--- src/oovfr_pkg.sv ---
package oovfr_pkg;

  // ----------------------------------------------------------------
  // Configuration byte layout
  // ----------------------------------------------------------------
  localparam int RESP_HI = 7;
  localparam int RESP_LO = 6;
  localparam int RETRY_HI = 5;
  localparam int RETRY_LO = 3;
  localparam int DLY_HI = 2;
  localparam int DLY_LO = 0;
  localparam logic [7:0] CFG_RESET = 8'hB8;

  // Response field codes
  localparam logic [1:0] RESP_PULLDOWN = 2'h0;
  localparam logic [1:0] RESP_DEGLITCH = 2'h1;
  localparam logic [1:0] RESP_IMMEDIATE = 2'h2;
  // Retry field code for endless restart
  localparam logic [2:0] RETRY_ENDLESS = 3'h7;

  // Accepted codes
  localparam logic [7:0] CODE_LATCH = 8'h80;
  localparam logic [7:0] CODE_RETRY = 8'hB8;
  localparam logic [7:0] CODE_DEGL_LATCH = 8'h40;
  localparam logic [7:0] CODE_DEGL_RETRY = 8'h78;
  localparam logic [7:0] CODE_N_MASK = 8'hF8;

  // ----------------------------------------------------------------
  // Timing
  // ----------------------------------------------------------------
  localparam int CLK_PERIOD_PS = 25000;
  localparam int DLY_STEP_PS = 10000000;
  localparam int DLY_STEP_CYC = DLY_STEP_PS / CLK_PERIOD_PS;
  localparam int RETRY_UNIT_PS = 1000000000;
  localparam int RETRY_UNIT_CYC = RETRY_UNIT_PS / CLK_PERIOD_PS;
  localparam int DLY_CNT_W = 12;
  localparam int MS_CNT_W = 17;
  localparam int PRE_CNT_W = 16;

  // ----------------------------------------------------------------
  // Fault response states
  // ----------------------------------------------------------------
  typedef enum logic [3:0] {
    ST_REGULATE = 4'b0001,
    ST_DEGLITCH = 4'b0010,
    ST_LATCHED = 4'b0100,
    ST_RETRY_WAIT = 4'b1000
  } oovfr_state_type;

endpackage

--- src/oovfr_top.sv ---
// Contract
// - Response 00: hold high side off, low side on while overvoltage persists.
// - Response 01: keep regulating for delay, then act per retry field.
// - Response 10: disable output at once, then follow retry field.
// - Writing response 11 is unsupported and raises a CML fault.
// - Any overvoltage detection sets the overvoltage fault status bit.
// - Overvoltage detection drives ALERT active unless masked.
// - Fault bit stays set until cleared; CLEAR_FAULTS clears it.
// - Channel commanded off then on clears the latched fault bit.
// - Bias power cycle also clears the bit; nothing beyond these three may.
// - Retry field not 111: no restart until fault cleared or channel off.
// - Retry field 111: restart endlessly until off, bias loss, other fault; no other fault stops it here, only off or bias loss.
// - Restart spacing comes from the retry interval setting.
// - Bits 2:0 give the action delay in 10 us steps.
// - Delay field only applies to the deglitched response.
// - Only 0x80, 0xB8, 0x4n, 0x78+n accepted; others ignored with CML fault.
// - Fault sets summary, status word and output status overvoltage bits.
// - Retry wait is longer of interval and output decay below 12.5%.
`timescale 1ns/1ps
module oovfr_top #(
  parameter int CYC_PER_MS = oovfr_pkg::RETRY_UNIT_CYC
) (
  input wire logic clk_sys,
  input wire logic rst_b,
  input wire logic cfg_wr_stb,
  input wire logic [7:0] cfg_wr_data,
  output logic [7:0] cfg_rd_data,
  input wire logic clear_faults_stb,
  input wire logic operation_on,
  input wire logic channel_run_control_pin,
  input wire logic ov_detect,
  input wire logic vout_decayed,
  input wire logic alert_mask,
  input wire logic [16:0] retry_interval_setting,
  output logic high_side_en,
  output logic low_side_on,
  output logic status_byte_vout_ov,
  output logic status_word_vout,
  output logic status_vout_ov_fault,
  output logic alert_b,
  output logic cml_fault
);

  // ----------------------------------------------------------------
  // Helpers
  // ----------------------------------------------------------------
  function automatic logic code_ok(input logic [7:0] d);
    code_ok = (d == oovfr_pkg::CODE_LATCH) || (d == oovfr_pkg::CODE_RETRY)
      || ((d & oovfr_pkg::CODE_N_MASK) == oovfr_pkg::CODE_DEGL_LATCH)
      || ((d & oovfr_pkg::CODE_N_MASK) == oovfr_pkg::CODE_DEGL_RETRY);
  endfunction

  // Three-stage filter: the output moves only when stages two and three agree
  function automatic logic filt(input logic s2, input logic s3, input logic cur);
    filt = (s2 == s3) ? s3 : cur;
  endfunction

  // ----------------------------------------------------------------
  // Pin synchronisers
  // ----------------------------------------------------------------
  logic [2:0] run_sh_r;
  logic [2:0] ov_sh_r;
  logic run_f_r;
  logic ov_f_r;

  always_ff @(posedge clk_sys or negedge rst_b) begin
    if (!rst_b) begin
      run_sh_r <= 3'h0;
      ov_sh_r <= 3'h0;
      run_f_r <= 1'b0;
      ov_f_r <= 1'b0;
    end else begin
      run_sh_r <= {run_sh_r[1:0], channel_run_control_pin};
      ov_sh_r <= {ov_sh_r[1:0], ov_detect};
      run_f_r <= filt(run_sh_r[1], run_sh_r[2], run_f_r);
      ov_f_r <= filt(ov_sh_r[1], ov_sh_r[2], ov_f_r);
    end
  end

  // ----------------------------------------------------------------
  // Configuration byte
  // ----------------------------------------------------------------
  logic [7:0] cfg_r;
  logic cml_r;
  wire wr_ok = cfg_wr_stb && code_ok(cfg_wr_data);
  wire wr_bad = cfg_wr_stb && !code_ok(cfg_wr_data);
  wire [1:0] resp = cfg_r[oovfr_pkg::RESP_HI:oovfr_pkg::RESP_LO];
  wire [2:0] retry = cfg_r[oovfr_pkg::RETRY_HI:oovfr_pkg::RETRY_LO];
  wire [2:0] dly_n = cfg_r[oovfr_pkg::DLY_HI:oovfr_pkg::DLY_LO];
  wire [oovfr_pkg::DLY_CNT_W-1:0] dly_cyc =
    oovfr_pkg::DLY_CNT_W'(dly_n * oovfr_pkg::DLY_STEP_CYC);

  always_ff @(posedge clk_sys or negedge rst_b) begin
    if (!rst_b) begin
      cfg_r <= oovfr_pkg::CFG_RESET;
      cml_r <= 1'b0;
    end else begin
      if (wr_ok) begin
        cfg_r <= cfg_wr_data;
      end
      // Set wins over a clear in the same cycle
      cml_r <= wr_bad || (cml_r && !clear_faults_stb);
    end
  end

  // ----------------------------------------------------------------
  // Channel run state and fault status
  // ----------------------------------------------------------------
  logic chan_on_d_r;
  logic fault_r;
  wire chan_on = run_f_r && operation_on;
  wire chan_rise = chan_on && !chan_on_d_r;
  wire fault_clr = clear_faults_stb || chan_rise;
  wire fault_nxt = ov_f_r || (fault_r && !fault_clr);

  always_ff @(posedge clk_sys or negedge rst_b) begin
    if (!rst_b) begin
      chan_on_d_r <= 1'b0;
      fault_r <= 1'b0;
    end else begin
      chan_on_d_r <= chan_on;
      fault_r <= fault_nxt;
    end
  end

  // ----------------------------------------------------------------
  // Response state machine
  // ----------------------------------------------------------------
  oovfr_pkg::oovfr_state_type st_r;
  oovfr_pkg::oovfr_state_type st_nxt;
  oovfr_pkg::oovfr_state_type shut_st;
  logic [oovfr_pkg::DLY_CNT_W-1:0] deg_cnt_r;
  logic [oovfr_pkg::PRE_CNT_W-1:0] pre_cnt_r;
  logic [oovfr_pkg::MS_CNT_W-1:0] ms_cnt_r;
  wire pre_wrap = (pre_cnt_r == oovfr_pkg::PRE_CNT_W'(CYC_PER_MS - 1));
  wire deg_done = (oovfr_pkg::DLY_CNT_W'(deg_cnt_r + 1'b1) >= dly_cyc);
  // Interval alone is not enough: the rail must also have decayed
  wire retry_done = (ms_cnt_r >= retry_interval_setting) && vout_decayed;

  assign shut_st = (retry == oovfr_pkg::RETRY_ENDLESS) ?
    oovfr_pkg::ST_RETRY_WAIT : oovfr_pkg::ST_LATCHED;

  always_comb begin
    st_nxt = st_r;
    case (st_r)
      oovfr_pkg::ST_REGULATE: begin
        if (ov_f_r && resp == oovfr_pkg::RESP_DEGLITCH) begin
          st_nxt = (dly_cyc == '0) ? shut_st : oovfr_pkg::ST_DEGLITCH;
        end else if (ov_f_r && resp == oovfr_pkg::RESP_IMMEDIATE) begin
          st_nxt = shut_st;
        end
      end
      oovfr_pkg::ST_DEGLITCH: begin
        if (!ov_f_r) begin
          st_nxt = oovfr_pkg::ST_REGULATE;
        end else if (deg_done) begin
          st_nxt = shut_st;
        end
      end
      oovfr_pkg::ST_LATCHED: begin
        if (clear_faults_stb) begin
          st_nxt = oovfr_pkg::ST_REGULATE;
        end
      end
      oovfr_pkg::ST_RETRY_WAIT: begin
        if (retry_done) begin
          st_nxt = oovfr_pkg::ST_REGULATE;
        end
      end
      default: begin
        st_nxt = oovfr_pkg::ST_REGULATE;
      end
    endcase
    // Off channel drops any pending or latched action
    if (!chan_on) begin
      st_nxt = oovfr_pkg::ST_REGULATE;
    end
  end

  always_ff @(posedge clk_sys or negedge rst_b) begin
    if (!rst_b) begin
      st_r <= oovfr_pkg::ST_REGULATE;
      deg_cnt_r <= '0;
    end else begin
      st_r <= st_nxt;
      deg_cnt_r <= (st_r == oovfr_pkg::ST_DEGLITCH) ?
        oovfr_pkg::DLY_CNT_W'(deg_cnt_r + 1'b1) : '0;
    end
  end

  // Millisecond prescaler; the wait starts at the shutdown
  always_ff @(posedge clk_sys or negedge rst_b) begin
    if (!rst_b) begin
      pre_cnt_r <= '0;
      ms_cnt_r <= '0;
    end else if (st_r != oovfr_pkg::ST_RETRY_WAIT) begin
      pre_cnt_r <= '0;
      ms_cnt_r <= '0;
    end else begin
      pre_cnt_r <= pre_wrap ? '0 : oovfr_pkg::PRE_CNT_W'(pre_cnt_r + 1'b1);
      if (pre_wrap && ms_cnt_r != '1) begin
        ms_cnt_r <= oovfr_pkg::MS_CNT_W'(ms_cnt_r + 1'b1);
      end
    end
  end

  // ----------------------------------------------------------------
  // Registered outputs
  // ----------------------------------------------------------------
  logic hs_r;
  logic ls_r;
  logic alert_b_r;
  wire running_nxt = (st_nxt == oovfr_pkg::ST_REGULATE) ||
    (st_nxt == oovfr_pkg::ST_DEGLITCH);
  wire pull_down = ov_f_r && (resp == oovfr_pkg::RESP_PULLDOWN);

  always_ff @(posedge clk_sys or negedge rst_b) begin
    if (!rst_b) begin
      hs_r <= 1'b0;
      ls_r <= 1'b0;
      alert_b_r <= 1'b1;
    end else begin
      hs_r <= chan_on && running_nxt && !pull_down;
      ls_r <= chan_on && pull_down;
      alert_b_r <= !(fault_nxt && !alert_mask);
    end
  end

  assign cfg_rd_data = cfg_r;
  assign high_side_en = hs_r;
  assign low_side_on = ls_r;
  assign status_byte_vout_ov = fault_r;
  assign status_word_vout = fault_r;
  assign status_vout_ov_fault = fault_r;
  assign alert_b = alert_b_r;
  assign cml_fault = cml_r;

  // ----------------------------------------------------------------
  // Checks
  // ----------------------------------------------------------------
  chk_bad_write_kept: assert property (@(posedge clk_sys) disable iff (!rst_b)
    wr_bad |=> cml_r && cfg_r == $past(cfg_r))
    else $error("rejected write changed config or missed cml flag");
  chk_good_write_stored: assert property (@(posedge clk_sys) disable iff (!rst_b)
    wr_ok |=> cfg_r == $past(cfg_wr_data) && cfg_r[7:6] != 2'h3)
    else $error("accepted write not stored");
  chk_fault_status_set: assert property (@(posedge clk_sys) disable iff (!rst_b)
    ov_f_r |=> status_byte_vout_ov && status_word_vout && status_vout_ov_fault)
    else $error("overvoltage did not set status bits");
  chk_alert_on_fault: assert property (@(posedge clk_sys) disable iff (!rst_b)
    ov_f_r && !alert_mask |=> !alert_b)
    else $error("alert not asserted on fault");
  chk_clear_faults: assert property (@(posedge clk_sys) disable iff (!rst_b)
    fault_r && clear_faults_stb && !ov_f_r |=> !fault_r)
    else $error("clear faults did not clear bit");
  chk_sticky_fault: assert property (@(posedge clk_sys) disable iff (!rst_b)
    fault_r && !fault_clr |=> fault_r)
    else $error("fault bit cleared without cause");
  chk_immediate_off: assert property (@(posedge clk_sys) disable iff (!rst_b)
    st_r == oovfr_pkg::ST_REGULATE && ov_f_r && resp == oovfr_pkg::RESP_IMMEDIATE
    |=> !high_side_en && st_r != oovfr_pkg::ST_DEGLITCH)
    else $error("immediate response did not disable output");
  chk_latch_holds: assert property (@(posedge clk_sys) disable iff (!rst_b)
    st_r == oovfr_pkg::ST_LATCHED && chan_on && !clear_faults_stb
    |=> st_r == oovfr_pkg::ST_LATCHED && !high_side_en)
    else $error("latched shutdown restarted");
  chk_retry_spacing: assert property (@(posedge clk_sys) disable iff (!rst_b)
    st_r == oovfr_pkg::ST_RETRY_WAIT && chan_on && ms_cnt_r < retry_interval_setting
    |=> st_r == oovfr_pkg::ST_RETRY_WAIT)
    else $error("restart before retry interval");
  chk_deglitch_abandon: assert property (@(posedge clk_sys) disable iff (!rst_b)
    st_r == oovfr_pkg::ST_DEGLITCH && !ov_f_r |=> st_r == oovfr_pkg::ST_REGULATE)
    else $error("deglitch not abandoned");
  chk_pulldown_only: assert property (@(posedge clk_sys) disable iff (!rst_b)
    chan_on && pull_down |=> low_side_on && !high_side_en ##1 st_r == oovfr_pkg::ST_REGULATE)
    else $error("pull down response wrong");

endmodule

--- config.mk ---
export PLATFORM = sky130hd
export DESIGN_NAME = oovfr_top
export DESIGN_NICKNAME = d
export VERILOG_FILES = /design/src/oovfr_pkg.sv /design/src/oovfr_top.sv
export SDC_FILE = /design/constraint.sdc
export NUM_CORES = 1
export LEC_CHECK = 0
export BUFFER_PORTS_ARGS = -buffer_cell sky130_fd_sc_hd__buf_2
export CAP_MARGIN = 40
export CORE_ASPECT_RATIO = 1.25
export CORE_MARGIN = 2
export CORE_UTILIZATION = 40
export CTS_BUF_LIST = sky130_fd_sc_hd__clkbuf_8
export DETAILED_ROUTE_END_ITERATION = 8
export HOLD_SLACK_MARGIN = 0.12
export SYNTH_ARGS = -nofsm -noshare
export SYNTH_HDL_FRONTEND = slang
export SYNTH_SLANG_ARGS = --single-unit
--- constraint.sdc ---
create_clock -name clk_sys -period 3.3 [get_ports clk_sys]
set_clock_uncertainty 0.1 [all_clocks]
set_input_delay 0 -clock clk_sys [delete_from_list [all_inputs] [get_ports clk_sys]]
set_output_delay 0 -clock clk_sys [all_outputs]
set_load 0.01 [all_outputs]
==> results.py <==
metrics = {
    "routing": {
        "wl_mm": 8.18,
        "dr.pass1.iters": 4,
        "vias": 3125,
        "wl_per_cell_um": 13.4,
        "route.antenna.remaining_nets": 0,
        "avgViaCountPerCell": 5.12,
        "first_iter_violations": 171,
        "drcViolationCount": 0,
    },
    "cells_and_area": {
        "multi_input_area_sq_mm": 0.00204,
        "design_area_sq_mm": 0.00470,
        "antenna_cells": 0,
        "fin_util": 0.487,
        "seq_area_sq_mm": 0.00178,
        "nets": 547,
        "n_fill_cell": 904,
        "instances_no_fill": 610,
        "syn2layout_area_growth_pct": 17.5,
        "drive_gt1_frac": 0.169,
    },
    "sta": {
        "tns_ns": 0,
        "final.period_utilization": 0.926,
        "slew_viol_final": 0,
        "setup_viol_count_final": 0,
        "layout_setup_ws_ns": 0.243,
        "fmaxAchievable_mhz": 327,
        "rsz0062_at_grt": "false",
        "finalCriticalPeriod_ns": 3.06,
        "hold_violations": 0,
        "tightest_slew_ns": 0.743,
        "relSlewSlack": 0.500,
    },
    "floorplanning": {
        "core-area_sq_mm": 0.00966,
        "die_x_um": 93.5,
        "num_rows": 40,
        "fp.dieH_um": 116,
        "start_util": 0.414,
        "die_area_sq_mm": 0.0108,
        "ios": 49,
    },
    "critical_path": {
        "max_stage_delay_ns": 0.61,
        "start_kind": "register",
        "path_cells": "ha_1 > and3_1 > and3_1 > nand3_1 > xnor2_1 > ha_1 > a21oi_1 > a21boi_0 > or4_1 > o31ai_4 > o221a_2",
        "startpoint": "deg_cnt_r[0]",
        "rr_worst_depth": 11,
        "crit_slowest_cell": "or4_1",
        "r2r-start": "deg_cnt_r[0]",
        "timing.rr.end": "high_side_en",
        "crit_fanout": 4,
        "arrival_ns": 3.24,
        "reg2reg_setup_slack_ns": 0.24,
        "endpoint": "high_side_en",
        "crit_required_ns": 3.49,
        "end_kind": "register",
        "critPathKind": "reg2reg",
    },
    "global_route": {
        "grt_overflow": 0,
        "grt_pass1_wl_mm": 14.3,
        "grt_antenna_before_repair": 0,
        "grt_usage": 0.167,
        "grt_pass1_vias": 3148,
        "grt_max_degree": 41,
    },
    "logic_synthesis": {
        "synth_top_area_frac": 0.407,
        "synth_fp_nets": 480,
        "synth_ff_type": "dfrtp_1",
        "synthTopCellsByArea": "dfrtp_1 (41%), ha_1 (11%), xor2_1 (4.8%), nor2_1 (4.1%), dfstp_2 (3.9%)",
        "ys_seq_area_frac": 0.446,
        "ys_top_cells_by_count": "dfrtp_1 (65), nor2_1 (44), ha_1 (34), inv_1 (32), nand3_1 (29)",
        "synth_seq_cells": 71,
        "yosys.cell_types.count": 48,
        "post-synth-top-count-cell": "dfrtp_1",
        "netlist_area_sq_mm": 0.00400,
        "synth_edf_count": 0,
        "synth_top_area_cell": "dfrtp_1",
        "yosysWarnings": 0,
        "syn-instance-count": 412,
        "ys_async_sr_fraction": 1.00,
        "syn_area_per_cell_sq_um": 9.71,
    },
    "cts": {
        "insertion_delay_ns": 0.35,
        "cts_root_buffer": "clkbuf_8",
        "htreeDepth": 3,
        "cts_buffer_depth": 2,
        "numCtsBuffers": 9,
        "clkTransAtPathRegs_ns": 0.08,
        "cts_tree": "built",
        "cts_sinks": 71,
    },
    "place": {
        "dp.cells": 576,
        "portBuffers": 48,
        "placed_area_sq_mm": 0.00434,
        "routabilityCongestion": 0.775,
        "dp_slack_ns": 0.220,
        "dpl.hpwl_mm": 5.96,
    },
    "flow_run": {
        "max_cap_viol_count": 0,
    },
    "power": {
        "ir_drop_uv": 278,
        "cellPowerDensity_mw_per_mm2": 407,
        "leakagePower_nw": 2.20,
    },
    "status": {
        "status": "finished, final reports clean",
    },
    "hold_path": {
        "hp-class": "in2async",
    },
}
-- report_power, final --
part / leakage (nW) / internal (mW) / total [mW] / switching [mW]
registers: 0.937 / 0.926 / 0.977 / 0.0511
logic: 1.16 / 0.161 / 0.340 / 0.179
clock network: 0.101 / 0.280 / 0.596 / 0.316
total: 2.20 / 1.37 / 1.91 / 0.546
-- registers in the layout, indices dropped and copies added, names as in the netlist --
register,count
run_sh_r,3
low_side_on,1
deg_cnt_r,12
chan_on_d_r,1
cml_fault,1
ms_cnt_r,17
ov_sh_r,3
high_side_en,1
ov_f_r,1
status_byte_vout_ov,1
alert_b,1
pre_cnt_r,16
st_r,4
run_f_r,1
cfg_rd_data,8
-- worst max-delay path: cells and delay by family, from the launching register on --
family	cells	cell delay (ns)
AO/OA/AOI/OAI	4	0.66
XOR/XNOR	1	0.21
adder cells (fa/ha/maj)	2	0.51
flip-flops	1	0.38
AND/OR/NAND/NOR	4	1.15
-- through the flow --
step                      total power [mW]  hold WS [ns]
after floorplan                       1.18        -0.396
after global placement                1.30       -0.0154
after detailed placement              1.31      -0.00588
after CTS                             1.94         0.141
after global routing                  2.03         0.175
final                                 1.91         0.132
-- how the worst min path moves through the flow --
stage	depth (start not counted)	slack (ns)	to
finish	2	0.13	run_f_r
global route	2	0.18	run_f_r
CTS	2	0.14	run_f_r
detailed placement	1	-0.006	deg_cnt_r[5]
global placement	1	-0.02	deg_cnt_r[5]
floorplan	0	-0.40	cfg_rd_data[0]
-- cell families after synthesis --
family / share of synthesized area
buf+inv: 0.0475
flops: 0.446
xor+xnor: 0.0854
mux: 0.0188
fa+ha+maj: 0.111
compound gates: 0.0779
simple gates: 0.213
-- placed cells by master (no fill, tap or decap), types with 10 or more instances in the layout --
master,n
dfrtp_1,65
nand3_1,29
nor2_1,44
buf_2,48
o21ai_0,13
clkbuf_8,10
and2_1,10
ha_1,34
inv_1,36
a21oi_1,16
dlygate4sd3_1,18
xor2_1,22
and3_1,10
xnor2_1,17
nand2_1,27
-- metal layers --
layer | GRT usage | vias to the layer above | share of wire
li1 | - | 1553 | -
met1 | 0.206 | 1506 | 0.45
met2 | 0.280 | 53 | 0.51
met3 | 0.0423 | 13 | 0.029
met4 | 0.0637 | 0 | 0.018
met5 | 0 | - | 0
-- area by class of cell --
cell class	instances	share of cell area
Multi-Input combinational cell	297	0.434
Sequential cell	71	0.380
Timing Repair Buffer	68	0.0926
Tap cell	126	0.0335
Clock buffer	10	0.0293
Inverter	32	0.0256
Clock inverter	6	0.00532
-- timing repair --
| action | 4_1_cts | 5_1_grt |
|---|---|---|
| endpoints found under the setup margin | 0 | 2 |
| buffers inserted | 0 | 0 |
| endpoints found under the hold margin | 50 | 0 |
| gates resized for setup | 0 | 2 |
| hold buffers | 18 | 0 |
Note: power is estimated with default switching activity, not from simulation.
